File: src/hw/gmri_pkg.sv
/*
 gmri_pkg: constants and carrier types of the gripper register interface.
 Assumes one 100 MHz clock domain shared by all users of the package.
*/
package gmri_pkg;
  // framing
  localparam logic [7:0] SLAVE_ID_DEFAULT = 8'h09;
  localparam logic [7:0] FC_READ_HOLDING = 8'h03;
  localparam logic [7:0] FC_WRITE_MULTI = 8'h10;
  localparam logic [7:0] EXC_FLAG = 8'h80;
  localparam logic [7:0] EXC_ILLEGAL_FUNC = 8'h01;
  localparam logic [7:0] EXC_ILLEGAL_ADDR = 8'h02;
  localparam logic [15:0] CRC_INIT = 16'hFFFF;
  localparam logic [15:0] CRC_POLY = 16'hA001;
  localparam logic [4:0] READ_REQ_LEN = 5'h08;
  localparam logic [4:0] WRITE_HDR_LEN = 5'h09;
  localparam logic [4:0] READ_RESP_HDR = 5'h05;
  localparam logic [4:0] WRITE_RESP_LEN = 5'h08;
  localparam logic [4:0] EXC_RESP_LEN = 5'h05;
  localparam logic [4:0] MIN_FRAME_LEN = 5'h04;
  localparam logic [4:0] DATA_FIRST_IDX = 5'h07;
  localparam logic [4:0] DATA_END_IDX = 5'h0D;
  localparam logic [4:0] IDX_MAX = 5'h1F;
  // register map
  localparam logic [15:0] CMD_BASE_ADDR = 16'h03E8;
  localparam logic [15:0] ACTION_REQUEST_OFS = 16'h03E9;
  localparam logic [15:0] POSITION_REQUEST_OFS = 16'h03EA;
  localparam logic [15:0] SPEED_FORCE_OFS = 16'h03EB;
  localparam logic [15:0] GRIPPER_STATUS_OFS = 16'h07D0;
  localparam logic [15:0] FAULT_ECHO_OFS = 16'h07D1;
  localparam logic [15:0] POSITION_CURRENT_OFS = 16'h07D2;
  localparam logic [15:0] BLOCK_WORDS = 16'h0003;
  localparam logic [15:0] CMD_RESET = 16'h0000;
  localparam logic [7:0] RESERVED_BYTE = 8'h00;
  // field positions inside the action and status bytes
  localparam int ACT_BIT = 0;
  localparam int GTO_BIT = 3;
  localparam int STA_LSB = 4;
  localparam int OBJ_LSB = 6;
  localparam logic [1:0] OBJ_MOVING = 2'h0;
  localparam logic [1:0] OBJ_CONTACT_OPEN = 2'h1;
  localparam logic [1:0] OBJ_CONTACT_CLOSE = 2'h2;
  localparam logic [1:0] OBJ_ARRIVED = 2'h3;

  typedef struct packed {
    logic valid;
    logic [7:0] data;
    logic frame_end;
  } gmri_rx_t;

  typedef struct packed {
    logic valid;
    logic [7:0] data;
  } gmri_tx_t;

  typedef struct packed {
    logic [15:0] action_request_word;
    logic [15:0] position_request_word;
    logic [15:0] speed_force_word;
  } gmri_cmd_t;

  typedef struct packed {
    logic [7:0] position;
    logic [7:0] current;
    logic [7:0] fault;
    logic [1:0] activation_state;
    logic moving;
    logic contact_closing;
    logic contact_opening;
    logic arrived;
  } gmri_mech_t;

  typedef enum logic [1:0] {PH_RX, PH_LOAD, PH_SEND} gmri_phase_t;
  typedef enum logic [1:0] {RESP_READ, RESP_WRITE, RESP_EXC} gmri_resp_t;
endpackage : gmri_pkg

File: src/hw/gmri_top.sv
/*
 gmri_top: register interface of a two-finger gripper behind a Modbus RTU
 byte stream; parses read and multiple-write frames, holds the command
 block and answers with the status block.
 Assumes a same-clock serial front end that delivers bytes, flags the
 end-of-frame silence, and takes reply bytes with a ready handshake.
*/
// Summary of operation
// - a three-word status reply carries byte count six, two bytes a word.
// - word one holds the status byte on top and a zero reserved byte.
// - activation flag reads set while the stored action request sets it, go-to only while it sets both.
// - object state reads 0 moving, 2 contact on closing, 3 arrived.
// - word two holds the fault byte and the echo of the last position.
// - word three holds finger position on top and motor current below.
// - after a contact stop the position shows the real stopping point.
// - on full opening a small nonzero position may stand with arrival.
// - action byte 09 keeps the gripper active and starts the move.
// - position request 0 opens fully and 255 closes fully.
// - the third command word holds speed on top and force below.
// - a write is answered by id, function, start address and count.
// - every frame in and out ends with its check word.
`timescale 1ns/1ps
`default_nettype none
module gmri_top #(
  parameter logic [7:0] SLAVE_ID = gmri_pkg::SLAVE_ID_DEFAULT
) (
  // clock and reset
  input wire logic ref_clk,
  input wire logic rst_n,
  // request bytes from the serial front end
  input wire gmri_pkg::gmri_rx_t rx,
  // reply bytes to the serial front end
  input wire logic tx_ready,
  output gmri_pkg::gmri_tx_t tx,
  // command block to the motion core
  output gmri_pkg::gmri_cmd_t cmd,
  output logic cmd_strobe,
  // live state of the motion core
  input wire gmri_pkg::gmri_mech_t mech
);
  typedef struct packed {
    gmri_pkg::gmri_phase_t phase;
    gmri_pkg::gmri_resp_t kind;
    logic [4:0] rx_idx;
    logic ignore;
    logic [7:0] func;
    logic [15:0] addr;
    logic [15:0] count;
    logic [7:0] bytecount;
    logic [47:0] stage;
    logic [4:0] tx_idx;
    logic [4:0] tx_len;
    logic [1:0] addr_ofs;
    logic [7:0] exc_code;
    logic [47:0] snap;
    logic [7:0] echo;
    gmri_pkg::gmri_cmd_t cmd;
    logic cmd_strobe;
    gmri_pkg::gmri_tx_t tx;
  } gmri_state_t;

  gmri_state_t st;
  gmri_state_t next_st;
  logic [15:0] rx_crc;
  logic [15:0] tx_crc;
  logic act_flag;
  logic goto_flag;
  logic [1:0] obj_state;
  logic [15:0] status_w0;
  logic [15:0] status_w1;
  logic [15:0] status_w2;
  logic rx_take;
  logic tx_accept;
  logic tx_done;
  logic tx_crc_init;

  // flags follow the stored request bits
  assign act_flag = st.cmd.action_request_word[8 + gmri_pkg::ACT_BIT];
  assign goto_flag = act_flag &
    st.cmd.action_request_word[8 + gmri_pkg::GTO_BIT];

  // object state from the motion core
  always_comb begin
    obj_state = gmri_pkg::OBJ_MOVING;
    if (goto_flag && !mech.moving) begin
      if (mech.arrived) begin
        obj_state = gmri_pkg::OBJ_ARRIVED;
      end else if (mech.contact_closing) begin
        obj_state = gmri_pkg::OBJ_CONTACT_CLOSE;
      end else if (mech.contact_opening) begin
        obj_state = gmri_pkg::OBJ_CONTACT_OPEN;
      end
    end
  end

  // status byte on top, reserved byte zero
  assign status_w0 = {obj_state, mech.activation_state, goto_flag,
                      2'b00, act_flag, gmri_pkg::RESERVED_BYTE};
  assign status_w1 = {mech.fault, st.echo};
  // raw position, never replaced by the target
  assign status_w2 = {mech.position, mech.current};

  assign rx_take = (st.phase == gmri_pkg::PH_RX) && rx.valid;
  assign tx_accept = (st.phase == gmri_pkg::PH_SEND) && tx_ready;
  assign tx_done = tx_accept && (st.tx_idx == st.tx_len - 5'h01);

  function automatic logic [15:0] snap_word(input logic [47:0] s,
                                            input logic [1:0] w);
    logic [15:0] r;
    case (w)
      2'h0: r = s[47:32];
      2'h1: r = s[31:16];
      default: r = s[15:0];
    endcase
    return r;
  endfunction : snap_word

  function automatic logic [7:0] resp_byte(input gmri_state_t s,
                                           input logic [15:0] c,
                                           input logic [7:0] id);
    logic [7:0] r;
    logic [4:0] k;
    logic [15:0] w;
    r = 8'h00;
    k = s.tx_idx - 5'h03;
    // two bytes a word: word index is the byte index over two
    w = snap_word(s.snap, 2'(s.addr_ofs + k[2:1]));
    if (s.tx_idx == s.tx_len - 5'h02) begin
      r = c[7:0];
    end else if (s.tx_idx == s.tx_len - 5'h01) begin
      r = c[15:8];
    end else if (s.tx_idx == 5'h00) begin
      r = id;
    end else if (s.tx_idx == 5'h01) begin
      r = (s.kind == gmri_pkg::RESP_EXC) ? (s.func | gmri_pkg::EXC_FLAG)
                                         : s.func;
    end else begin
      case (s.kind)
        gmri_pkg::RESP_READ: begin
          if (s.tx_idx == 5'h02) begin
            r = s.bytecount;
          end else begin
            r = k[0] ? w[7:0] : w[15:8];
          end
        end
        gmri_pkg::RESP_WRITE: begin
          case (s.tx_idx)
            5'h02: r = s.addr[15:8];
            5'h03: r = s.addr[7:0];
            5'h04: r = s.count[15:8];
            default: r = s.count[7:0];
          endcase
        end
        default: r = s.exc_code;
      endcase
    end
    return r;
  endfunction : resp_byte

  always_comb begin
    logic [16:0] read_end;
    logic count_ok;
    logic frame_ok;
    logic [2:0] sidx;
    read_end = {1'b0, st.addr} + {1'b0, st.count};
    count_ok = (st.count != 16'h0000) && (st.count <= gmri_pkg::BLOCK_WORDS);
    frame_ok = !st.ignore && (st.rx_idx >= gmri_pkg::MIN_FRAME_LEN) &&
               (rx_crc == 16'h0000);
    sidx = 3'(st.rx_idx - gmri_pkg::DATA_FIRST_IDX);
    next_st = st;
    next_st.cmd_strobe = 1'b0;
    tx_crc_init = 1'b0;
    case (st.phase)
      gmri_pkg::PH_RX: begin
        if (rx.valid) begin
          case (st.rx_idx)
            5'h00: next_st.ignore = (rx.data != SLAVE_ID);
            5'h01: next_st.func = rx.data;
            5'h02: next_st.addr[15:8] = rx.data;
            5'h03: next_st.addr[7:0] = rx.data;
            5'h04: next_st.count[15:8] = rx.data;
            5'h05: next_st.count[7:0] = rx.data;
            5'h06: next_st.bytecount = rx.data;
            default: begin
              if (st.rx_idx < gmri_pkg::DATA_END_IDX) begin
                next_st.stage[8 * (5 - int'(sidx)) +: 8] = rx.data;
              end
            end
          endcase
          if (st.rx_idx != gmri_pkg::IDX_MAX) begin
            next_st.rx_idx = st.rx_idx + 5'h01;
          end
        end else if (rx.frame_end) begin
          next_st.rx_idx = 5'h00;
          next_st.ignore = 1'b0;
          next_st.tx_idx = 5'h00;
          next_st.snap = {status_w0, status_w1, status_w2};
          next_st.addr_ofs = 2'(st.addr - gmri_pkg::GRIPPER_STATUS_OFS);
          // a frame with a bad check word is dropped silently
          if (frame_ok) begin
            if (st.func == gmri_pkg::FC_READ_HOLDING) begin
              if (st.rx_idx == gmri_pkg::READ_REQ_LEN) begin
                next_st.phase = gmri_pkg::PH_LOAD;
                tx_crc_init = 1'b1;
                if (count_ok && st.addr >= gmri_pkg::GRIPPER_STATUS_OFS &&
                    read_end <= {1'b0, gmri_pkg::POSITION_CURRENT_OFS} +
                    17'h00001) begin
                  next_st.kind = gmri_pkg::RESP_READ;
                  next_st.bytecount = {st.count[6:0], 1'b0};
                  next_st.tx_len = gmri_pkg::READ_RESP_HDR +
                                   {st.count[3:0], 1'b0};
                end else begin
                  next_st.kind = gmri_pkg::RESP_EXC;
                  next_st.exc_code = gmri_pkg::EXC_ILLEGAL_ADDR;
                  next_st.tx_len = gmri_pkg::EXC_RESP_LEN;
                end
              end
            end else if (st.func == gmri_pkg::FC_WRITE_MULTI) begin
              if (st.rx_idx == gmri_pkg::WRITE_HDR_LEN + st.bytecount[4:0]
                  && st.bytecount == {st.count[6:0], 1'b0}) begin
                next_st.phase = gmri_pkg::PH_LOAD;
                tx_crc_init = 1'b1;
                if (count_ok && st.addr == gmri_pkg::CMD_BASE_ADDR) begin
                  next_st.cmd.action_request_word = st.stage[47:32];
                  if (st.count >= 16'h0002) begin
                    next_st.cmd.position_request_word = st.stage[31:16];
                    next_st.echo = st.stage[23:16];
                  end
                  if (st.count == gmri_pkg::BLOCK_WORDS) begin
                    next_st.cmd.speed_force_word = st.stage[15:0];
                  end
                  next_st.cmd_strobe = 1'b1;
                  next_st.kind = gmri_pkg::RESP_WRITE;
                  next_st.tx_len = gmri_pkg::WRITE_RESP_LEN;
                end else begin
                  next_st.kind = gmri_pkg::RESP_EXC;
                  next_st.exc_code = gmri_pkg::EXC_ILLEGAL_ADDR;
                  next_st.tx_len = gmri_pkg::EXC_RESP_LEN;
                end
              end
            end else begin
              next_st.phase = gmri_pkg::PH_LOAD;
              tx_crc_init = 1'b1;
              next_st.kind = gmri_pkg::RESP_EXC;
              next_st.exc_code = gmri_pkg::EXC_ILLEGAL_FUNC;
              next_st.tx_len = gmri_pkg::EXC_RESP_LEN;
            end
          end
        end
      end
      gmri_pkg::PH_LOAD: begin
        // one idle cycle lets the check register settle before the tail
        next_st.tx.valid = 1'b1;
        next_st.tx.data = resp_byte(st, tx_crc, SLAVE_ID);
        next_st.phase = gmri_pkg::PH_SEND;
      end
      gmri_pkg::PH_SEND: begin
        if (tx_ready) begin
          next_st.tx.valid = 1'b0;
          next_st.tx_idx = st.tx_idx + 5'h01;
          next_st.phase = tx_done ? gmri_pkg::PH_RX : gmri_pkg::PH_LOAD;
        end
      end
      default: next_st.phase = gmri_pkg::PH_RX;
    endcase
  end

  always_ff @(posedge ref_clk) begin
    if (!rst_n) begin
      st <= '0;
      st.phase <= gmri_pkg::PH_RX;
      st.kind <= gmri_pkg::RESP_READ;
      st.cmd <= {3{gmri_pkg::CMD_RESET}};
    end else begin
      st <= next_st;
    end
  end

  // check word over request bytes, zero residue when intact
  gmri_crc16 u_rx_crc (
    .ref_clk(ref_clk),
    .rst_n(rst_n),
    .init(rx.frame_end || tx_done),
    .update(rx_take),
    .data(rx.data),
    .crc(rx_crc)
  );

  // check word over reply bytes, tail bytes excluded
  gmri_crc16 u_tx_crc (
    .ref_clk(ref_clk),
    .rst_n(rst_n),
    .init(tx_crc_init),
    .update(tx_accept && (st.tx_idx < st.tx_len - 5'h02)),
    .data(st.tx.data),
    .crc(tx_crc)
  );

  assign tx = st.tx;
  assign cmd = st.cmd;
  assign cmd_strobe = st.cmd_strobe;
endmodule : gmri_top
`default_nettype wire

File: src/hw/gmri_crc16.sv
/*
 gmri_crc16: running frame check over a byte stream, reflected form.
 Assumes init and update come from logic on the same clock.
*/
`timescale 1ns/1ps
`default_nettype none
module gmri_crc16 (
  // clock and reset
  input wire logic ref_clk,
  input wire logic rst_n,
  // byte stream
  input wire logic init,
  input wire logic update,
  input wire logic [7:0] data,
  // running value
  output logic [15:0] crc
);
  typedef struct packed {
    logic [15:0] crc;
  } gmri_crc_state_t;

  gmri_crc_state_t st;
  gmri_crc_state_t next_st;

  function automatic logic [15:0] crc_byte(input logic [15:0] c,
                                           input logic [7:0] d);
    logic [15:0] r;
    r = c ^ {8'h00, d};
    for (int i = 0; i < 8; i++) begin
      r = r[0] ? ((r >> 1) ^ gmri_pkg::CRC_POLY) : (r >> 1);
    end
    return r;
  endfunction : crc_byte

  always_comb begin
    next_st = st;
    // init wins: a new frame never inherits old bytes
    if (init) begin
      next_st.crc = gmri_pkg::CRC_INIT;
    end else if (update) begin
      next_st.crc = crc_byte(st.crc, data);
    end
  end

  always_ff @(posedge ref_clk) begin
    if (!rst_n) begin
      st.crc <= gmri_pkg::CRC_INIT;
    end else begin
      st <= next_st;
    end
  end

  assign crc = st.crc;
endmodule : gmri_crc16
`default_nettype wire

File: config.mk
export PLATFORM = sky130hd
export DESIGN_NAME = gmri_top
export DESIGN_NICKNAME = d
export VERILOG_FILES = /design/src/hw/gmri_pkg.sv /design/src/hw/gmri_top.sv /design/src/hw/gmri_crc16.sv
export SDC_FILE = /design/constraint.sdc
export NUM_CORES = 1
export LEC_CHECK = 0
export BUFFER_PORTS_ARGS = -buffer_cell sky130_fd_sc_hd__buf_2
export CAP_MARGIN = 20
export CORE_AREA = 10 10 159 161
export DETAILED_ROUTE_END_ITERATION = 8
export DIE_AREA = 0 0 169 171
export GPL_TIMING_DRIVEN = 0
export MAX_ROUTING_LAYER = met4
export PLACE_DENSITY_LB_ADDON = 0.05
export SLEW_MARGIN = 20
export SYNTH_ARGS = -nofsm -noshare
export SYNTH_HDL_FRONTEND = slang
export SYNTH_SLANG_ARGS = --single-unit
File: constraint.sdc
create_clock -name ref_clk -period 10.64 [get_ports ref_clk]
set_input_delay 2.128 -clock ref_clk [delete_from_list [all_inputs] [get_ports ref_clk]]
set_output_delay 2.128 -clock ref_clk [all_outputs]
set_load 0.01 [all_outputs]
After elaboration in Yosys (flattened, before gate mapping)
Cells that the tools add are included.
Operators by class
  shift operators: 2
  add/sub/neg operators: 13
  mux-type cells: 89
  magnitude comparators: 7
  reductions and logical operators: 51
  bitwise operators: 28
  eq/ne operators: 39
Operators by type and width (count)
  2-to-1 mux 16 bit: 18
  2-to-1 mux 57 bit: 5
  2-to-1 mux 125 bit: 2
  2-to-1 mux 8 bit: 22
  bitwise mux 48 bit: 1
  inverter 2 -> 3 bit: 16
  variable shift 8 x 33 -> 48 bit, first input constant: 1
  indexed part select 8 x 33 -> 48 bit: 1
  2-to-1 mux 5 bit: 8
  negator 7 -> 33 bit: 1
  one-hot mux 16 bit (2 select lines): 1
  bitwise XOR 16 x 8 -> 16 bit: 2
  2-to-1 mux 4 bit: 7
  one-hot mux 8 bit (3 select lines): 1
  AND reduction 3 bit: 8
  equality test 5 x 2 -> 1 bit, second input constant: 4
  equality test 5 x 3 -> 1 bit, second input constant: 4
  AND reduction 9 bit: 2
  adder 16 x 16 -> 17 bit: 1
  less-or-equal comparator 17 x 11 -> 1 bit, second input constant: 1
  equality test 16 x 10 -> 1 bit, second input constant: 1
  equality test 16 x 2 -> 1 bit, second input constant: 1
  greater-or-equal comparator 16 x 11 -> 1 bit, second input constant: 1
  greater-or-equal comparator 16 x 2 -> 1 bit, second input constant: 1
  other kinds (55): 119
Storage, ports and cells
  flip-flop bits (word level): 262
  output and inout bits: 58
  input bits: 43
  logic and storage cells: 254

Logic depth before layout (Yosys ltp)
Gate-level depths: netlist of run 1.
  depth after elaboration: 17
  depth in mapped cells: 13
  gate-level depth less buffers: 11

Hierarchy
A second synthesis of run 1 with hierarchy kept.
Second synthesis, totals
  cell total of the unflattened synthesis: 1575
  area, all modules: 13041.3 µm²
Modules (own cells, without submodules)
  gmri_top: cells an instance 1401, sequential area each 4324.1 µm², instances 1, area each 11422.2 µm²
  gmri_crc16: cells an instance 87, sequential area each 320.3 µm², instances 2, area each 809.5 µm²

Least setup slack after synthesis of run 1
OpenSTA, ideal clock, no wires.
  kind: in2reg
  start point: input port rx[9] (netlist bit)
  end point: register cmd[10] (netlist name)
  data arrival time: 4082 ps
  slack: 6442 ps
  library setup time: 116 ps
  path buffers: 1
  data required time: 10524 ps
  stages: 9
  cells stage by stage: inv_1 > nand3_1 > or4_4 > nor4_4 > nand3_4 > nor2_8 > buf_12 > mux2i_1 > nor2b_1
Between the ends
  word-level cells in the longest chain between the ends: 2
Ends and longest elaborated chain
  start, declared: line gmri_top.sv:31  | input wire gmri_pkg::gmri_rx_t rx,
  inverter 1 bit (no line)
  AND reduction 9 bit (no line)
No other way between the ends.
A chain may end at the register's enable or synchronous reset.

Worst setup path in the final report of run 1
  start point: input port rx[9] (netlist bit)
  end point: register cmd[11] (netlist name)
Between the ends
  word-level cells in the longest chain between the ends: 2
Ends and longest elaborated chain
  inverter 1 bit (no line)
  AND reduction 9 bit (no line)
No other way between the ends.

==> results.sh, run 1 <==
export IMPL_run_status="completed"
export IMPL_place_ws_ps=5301
export IMPL_cap_violations=0
export IMPL_dpl_cell_count=1972
export IMPL_numCtsBuffers=27
export IMPL_finalMaxSlewViolations=0
export IMPL_antenna_found_initial=1
export IMPL_row_count=55
export IMPL_cp_required_ps=11080
export IMPL_fmaxAchievable_ghz=0.2182
export IMPL_fin_crit_sh=0.4307
export IMPL_yosysTopAreaCell="dfxtp_1"
export IMPL_p_per_area_mw_per_mm2=135.5
export IMPL_core_area_mm2=0.02223
export IMPL_seq_area_frac_synth=0.3697
export IMPL_crit_buf_inv=3
export IMPL_cts_setup_buffers=0
export IMPL_grt_max_degree=15
export IMPL_ant_nets=0
export IMPL_antenna_cells=0
export IMPL_muxShareOfSynthArea=0.06270
export IMPL_syn_area_mm2=0.01343
export IMPL_cpMaxStageDelayCell="or4_4"
export IMPL_synth_cell_types=81
export IMPL_finalWirelength_um=40000
export IMPL_tightestPinTransition_ps=1122
export IMPL_htree_num_levels=1
export IMPL_critPathKind="primary input to flop"
export IMPL_synth_async_reset_ratio=0
export IMPL_seq_power_share=0.460
export IMPL_power_mw=2.061
export IMPL_synth_warning_count=0
export IMPL_io_buffer_count=100
export IMPL_switchingPower_uw=501.5
export IMPL_start_util=0.6042
export IMPL_cpLargestDelayFamily="simple AND/OR/NAND/NOR gates"
export IMPL_cts_sinks=248
export IMPL_synth_edf_count=0
export IMPL_p_int_mw=1.560
export IMPL_synthAdderAreaFrac=0.04211
export IMPL_rsz0062_at_grt="false"
export IMPL_grt_use_total=0.2784
export IMPL_ys_ff_latch=248
export IMPL_die_h_um=171
export IMPL_globalRouteOverflowTotal=0
export IMPL_synth_flop_cell="dfxtp_1"
export IMPL_ys_top_cells_by_area="dfxtp_1 (37%), nand2_1 (9.1%), a21boi_0 (8.2%)"
export IMPL_slew_headroom=0.2461
export IMPL_cp_end_kind="flop"
export IMPL_synth_avg_cell_area_um2=8.463
export IMPL_fin_nets=1803
export IMPL_peakVddDrop_mv=0.1346
export IMPL_firstDrtPassIters=6
export IMPL_synthSimpleGateAreaFrac=0.2322
export IMPL_arrival_ps=5020
export IMPL_path_cells="buf_2, inv_1, nand3_1, or4_4, nor4_4, nand3_4, nor2_8, buf_12, mux2i_1, nor2b_1"
export IMPL_swShare=0.2433
export IMPL_period_needed_ps=4582
export IMPL_via_count=11920
export IMPL_cts_buffer_depth=3
export IMPL_syn_num_nets=1674
export IMPL_syn_inst=1587
export IMPL_drive_above_1_share=0.1578
export IMPL_critPathMaxStageDelay_ps=740
export IMPL_postCtsHoldBufs=0
export IMPL_synth_compound_area_frac=0.1734
export IMPL_synth_top_area_frac=0.3697
export IMPL_synth_xor_area_frac=0.04863
export IMPL_tns_ps=0
export IMPL_instances_no_fill=2021
export IMPL_comb_power_share=0.070
export IMPL_viasPerCell=5.896
export IMPL_start_kind="primary input"
export IMPL_grt_pass1_vias=11780
export IMPL_hold_class="flop to flop"
export IMPL_areaGrowthSynthToFinish_pct=13.28
export IMPL_cts_tree="built"
export IMPL_post_route_util=0.6844
export IMPL_routedWlPerCell_um=19.79
export IMPL_ctsResizeCount=0
export IMPL_synth_top_family_by_area="simple AND/OR/NAND/NOR gates"
export IMPL_path_clk_slew_ps=60
export IMPL_grt_pass1_wl_um=63450
export IMPL_power_share_clock=0.470
export IMPL_gp_congestion=0.9641
export IMPL_finalHoldViolations=0
export IMPL_worstPathMaxFanout=10
export IMPL_place_hpwl_um=29180
export IMPL_fp_dieW_um=169
export IMPL_finalWorstSetupSlack_ps=6058
export IMPL_setup_violations=0
export IMPL_fin_skew_ps=17.02
export IMPL_drt_initial_drc_count=1300
export IMPL_leakagePower_nw=6.158
export IMPL_die_area_mm2=0.02890
export IMPL_drc=0
export IMPL_n_fill_cell=1937
export IMPL_cts_root_buf="clkbuf_16"
export IMPL_clk_latency_ps=550
export IMPL_design_portCount=101
-- per-layer routing --
| metal | wire length (um) | track usage | vias up |
|---|---|---|---|
| met1 | 16770 | 0.3475 | 5631 |
| met5 | 0 | - | - |
| met4 | 1595 | 0.1077 | 0 |
| li1 | - | - | 5735 |
| met3 | 2767 | 0.03510 | 104 |
| met2 | 18870 | 0.4530 | 445 |
-- metrics by stage --
| stage | hold WS, ps | area [um^2] |
|---|---|---|
| after global routing | 478.9 | 15210 |
| after CTS | 461.8 | 15210 |
| after detailed placement | 453.6 | 14290 |
| after floorplan | 431.1 | 13430 |
| final | 459.0 | 15210 |
| after global placement | 441.6 | 14290 |
-- power by group through the flow --
stage          sequential [mW]  combinational, mW  clock, mW
6_report                 0.948              0.145      0.968
5_1_grt                  0.948              0.157       1.01
3_5_place_dp             0.968              0.142          0
2_1_floorplan            0.965             0.0926          0
4_1_cts                  0.947              0.143      0.972
3_3_place_gp             0.968              0.140          0
-- synthesized netlist by cell type, drive strengths merged (3+ instances only) --
cell	n
nand2	324
dfxtp	248
a21boi	151
nand3	108
clkbuf	75
buf	74
nor2	57
a21oi	48
mux2i	47
ha	42
xnor2	42
nor2b	41
o211ai	32
xor2	30
o21ai	28
inv	27
mux2	17
nor3	16
and2	15
nand4	14
and3	13
nor4	12
or2	11
mux4	8
or4	8
a221oi	7
a222oi	7
o221ai	7
o21a	6
a21o	5
nand2b	5
nor4b	5
a211o	4
nor3b	4
a211oi	3
a22oi	3
o2111a	3
o21bai	3
or3	3
-- worst min-delay path, cell delays in order, from the launching register on --
cell	delay (ps)
dfxtp_1	300
nand2_1	40
a21boi_0	60
-- path summary, 6_finish.rpt --
path                               from       to  slack, ps  cells after the start
worst min register to register   st[82]   st[82]        460                      2
worst max-delay path              rx[9]  cmd[11]       6060                     10
worst max register to register  st[231]  st[165]       6330                     10
worst min-delay path             st[82]   st[82]        460                      2
-- placed cells by master, fill, tap and decap left out, types with 11 or more instances in the layout --
| cell | instances |
|---|---|
| xnor2_1 | 42 |
| nand3_1 | 107 |
| nor3_1 | 14 |
| o21ai_0 | 28 |
| or2_2 | 11 |
| mux2_2 | 17 |
| a21boi_0 | 146 |
| clkbuf_16 | 27 |
| ha_1 | 42 |
| clkbuf_1 | 76 |
| a21oi_1 | 47 |
| mux2i_1 | 47 |
| o211ai_1 | 32 |
| and3_1 | 11 |
| buf_4 | 62 |
| nor2b_1 | 41 |
| inv_1 | 25 |
| nand4_1 | 14 |
| and2_1 | 15 |
| buf_2 | 106 |
| dfxtp_1 | 248 |
| nor2_1 | 56 |
| xor2_1 | 30 |
| nand2_1 | 324 |
-- final cells by class --
cell class	count	area (um^2)	share of cell area
Clock inverter	10	130.1	0.008553
Inverter	27	101.3	0.006662
Tap cell	285	356.6	0.02344
Sequential cell	248	4965	0.3263
Multi-Input combinational cell	1162	7512	0.4938
Buffer	150	857.1	0.05634
Timing Repair Buffer	100	500.5	0.03290
Clock buffer	39	790.8	0.05198
-- registers in the layout (all words and copies together), names as in the netlist --
| signal | cells |
|---|---|
| cmd | 41 |
| cmd_strobe | 1 |
| st | 165 |
| tx | 9 |
| u_rx_crc.crc | 16 |
| u_tx_crc.crc | 16 |
-- kinds of logic after synthesis --
| logic type | after synthesis |
|---|---|
| buffers and inverters | 177 |
| xor gates and xnor gates | 73 |
| muxes | 72 |
| adders and majority gates | 44 |
| and+or+nand+nor | 648 |
| AOI/OAI and AO/OA | 325 |
| DFF | 248 |
Note: power is estimated with default switching activity, not from simulation.
==> inputs of run 2 (changes only) <==
Settings changed: ABC_AREA set to 1, CORE_AREA 10 10 159 161 to 10 10 169 171, DIE_AREA 0 0 169 171 to 0 0 179 181.
Clock period 10.64 ns to 4.09 ns, I/O delays scaled along.
==> run 2 against run 1 <==
Effect of this change:
- die area is 12% higher
- via count is 8.2% higher
- setup slack worse by 5800 ps
- design area is 0.69% higher
- flip-flop and latch count stayed put
- total power grew to 2.6 times the previous value
- clock skew is 2.1 ps lower
- cell count is 16% higher
- sequential power grew to 2.6 times the previous value
- area after synthesis is 1.0% higher
- clock-buffer cell count is 5 lower
- core utilization is 7.3 points lower
- critical path type is now flop to flop
- largest power group is now sequential cells
==> results.sh, run 2 <==
export IMPL_run_status="completed"
export IMPL_cts_tree="built"
export IMPL_synth_top_area_frac=0.3660
export IMPL_largest_reg_flops=165
export IMPL_fp_dieW_um=179
export IMPL_peakVddDrop_mv=0.3129
export IMPL_path_cells="buf_2, inv_1, clkbuf_1, ha_2, inv_1, ha_1, nand2_1, ha_1, nor2_1, nand3_1, nor3_2, inv_2, buf_2, a21oi_1, a211oi_2"
export IMPL_cts_sinks=248
export IMPL_tightestPinTransition_ps=806.5
export IMPL_fmaxAchievable_ghz=0.2620
export IMPL_cts_buffer_depth=3
export IMPL_r2r_start="st[231]"
export IMPL_rsz0062_at_grt="false"
export IMPL_crit_buf_inv=6
export IMPL_period_needed_ps=3817
export IMPL_hold_depth=2
export IMPL_fin_skew_ps=14.91
export IMPL_fin_nets=2097
export IMPL_core_area_mm2=0.02504
export IMPL_io_buffer_count=99
export IMPL_htree_num_levels=1
export IMPL_hp_start="st[70]"
export IMPL_drive_above_1_share=0.1544
export IMPL_post_route_util=0.6118
export IMPL_slew_headroom=0.4623
export IMPL_synth_edf_count=0
export IMPL_finalWirelength_um=42930
export IMPL_postCtsHoldBufs=0
export IMPL_row_count=58
export IMPL_grt_pass1_vias=12560
export IMPL_critPathMaxStageDelay_ps=460
export IMPL_cts_root_buf="clkbuf_16"
export IMPL_grt_pass1_wl_um=67980
export IMPL_viasPerCell=5.482
export IMPL_cts_setup_buffers=0
export IMPL_path_clk_slew_ps=60
export IMPL_grt_use_total=0.2680
export IMPL_drc=0
export IMPL_dpl_cell_count=2311
export IMPL_syn_area_mm2=0.01357
export IMPL_die_area_mm2=0.03240
export IMPL_fin_crit_sh=0.9332
export IMPL_synthTopCellsByCount="nand2_1 (300), dfxtp_1 (248), inv_1 (216), nor2_1 (209), o21ai_0 (176)"
export IMPL_final_cell_mix="nand2_1 (300), dfxtp_1 (248), inv_1 (216), nor2_1 (209), o21ai_0 (176)"
export IMPL_via_count=12890
export IMPL_reg_largest_list="st (165), cmd (41)"
export IMPL_drt_initial_drc_count=995
export IMPL_firstDrtPassIters=5
export IMPL_setup_violations=0
export IMPL_die_h_um=181
export IMPL_finalHoldViolations=0
export IMPL_tns_ps=0
export IMPL_largest_register="st"
export IMPL_instances_no_fill=2351
export IMPL_worstPathMaxFanout=12
export IMPL_synth_avg_cell_area_um2=7.208
export IMPL_design_portCount=101
export IMPL_cp_required_ps=4500
export IMPL_whs_endpoint="st[70]"
export IMPL_finalMaxSlewViolations=0
export IMPL_numCtsBuffers=28
export IMPL_finalWorstSetupSlack_ps=273.2
export IMPL_start_kind="flop"
export IMPL_final_area_mm2=0.01532
export IMPL_reg2reg_depth=15
export IMPL_post_dp_cell_area_mm2=0.01447
export IMPL_ant_nets=0
export IMPL_place_hpwl_um=33500
export IMPL_reg2reg_slack_ps=270
export IMPL_cpMaxStageDelayCell="ha_2"
export IMPL_ys_ff_latch=248
export IMPL_areaGrowthSynthToFinish_pct=12.92
export IMPL_globalRouteOverflowTotal=0
export IMPL_critPathKind="flop to flop"
export IMPL_cp_end_kind="flop"
export IMPL_synth_flop_cell="dfxtp_1"
export IMPL_power_mw=5.417
export IMPL_syn_inst=1882
export IMPL_hold_class="flop to flop"
export IMPL_place_ws_ps=-26.50
export IMPL_antenna_found_initial=0
export IMPL_ys_top_cells_by_area="dfxtp_1 (37%), nand2_1 (8.3%), o21ai_0 (6.5%)"
export IMPL_r2r_end="st[156]"
export IMPL_synth_warning_count=0
export IMPL_leakagePower_nw=7.040
export IMPL_mostFrequentLayoutCell="nand2_1"
export IMPL_routedWlPerCell_um=18.26
export IMPL_arrival_ps=4230
export IMPL_grt_max_degree=15
export IMPL_whs_ps=447.8
export IMPL_gp_congestion=0.9675
export IMPL_cap_violations=0
export IMPL_yosysTopAreaCell="dfxtp_1"
export IMPL_p_per_area_mw_per_mm2=353.6
export IMPL_synth_async_reset_ratio=0
export IMPL_synth_cell_types=54
export IMPL_seq_area_frac_synth=0.3660
export IMPL_clk_latency_ps=550
export IMPL_start_util=0.5418
export IMPL_synth_most_common_cell="nand2_1"
export IMPL_antenna_cells=0
export IMPL_cpLargestDelayFamily="buffers and inverters"
export IMPL_syn_num_nets=1969
==> run 2: cell count changes after synthesis, moves of 28 or more <==
cell	before	now
inv_1	25	216
nor2_1	56	209
o21ai_0	28	176
a21boi_0	146	1
a21oi_1	47	171
mux2i_1	47	0
nor2b_1	41	0
nand3_1	107	76
a211oi_2	0	28
==> run 2: routing by layer <==
| layer | GRT usage | routed length [um] |
|---|---|---|
| met4 | 0.1055 | 1932 |
| met5 | - | 0 |
| met2 | 0.4364 | 20520 |
| met3 | 0.03440 | 2061 |
| met1 | 0.3291 | 18410 |
==> run 2: cell type report <==
type | instances | area, um^2
Buffer | 134 | 803.3
Clock inverter | 7 | 82.58
Timing Repair Buffer | 99 | 495.5
Clock buffer | 34 | 753.2
Fill cell | 2413 | 9718
Tap cell | 330 | 412.9
Sequential cell | 248 | 4965
Inverter | 237 | 889.6
Multi-Input combinational cell | 1262 | 6917
==> run 2: worst min-delay path: stages, from the launching register on <==
cell	delay, ps
dfxtp_1	300
inv_1	50
a21oi_1	50
==> run 2: logic make-up after synthesis <==
kind of cell	after synthesis	share of synthesized area
XOR/XNOR	56	0.03726
buffers and inverters	372	0.1250
flip-flops	248	0.3660
adder cells (fa/ha/maj)	44	0.04169
AO/OA/AOI/OAI	453	0.1975
AND/OR/NAND/NOR	709	0.2326
==> run 2: report_power, final <==
| part | internal, mW | switching [mW] | total (mW) |
|---|---|---|---|
| clock | 1.35 | 1.00 | 2.35 |
| sequential | 2.47 | 0.0412 | 2.51 |
| combinational | 0.159 | 0.390 | 0.550 |
==> run 2: repair_timing <==
action                     4_1_cts  5_1_grt
setup endpoints to repair        7       36
cloned                           0        0
gates resized for setup          1        3
==> run 2: how the worst max path moves through the flow <==
| stage | startpoint | to | slack [ps] | cells after the start |
|---|---|---|---|---|
| final | st[231] | st[156] | 270 | 15 |
| after global routing | st[231] | st[156] | 10 | 15 |
| after CTS | st[231] | st[150] | 50 | 11 |
| after detailed placement | st[231] | st[137] | -30 | 13 |
| after global placement | st[231] | st[150] | -20 | 11 |
| after floorplan | st[231] | st[158] | 760 | 13 |
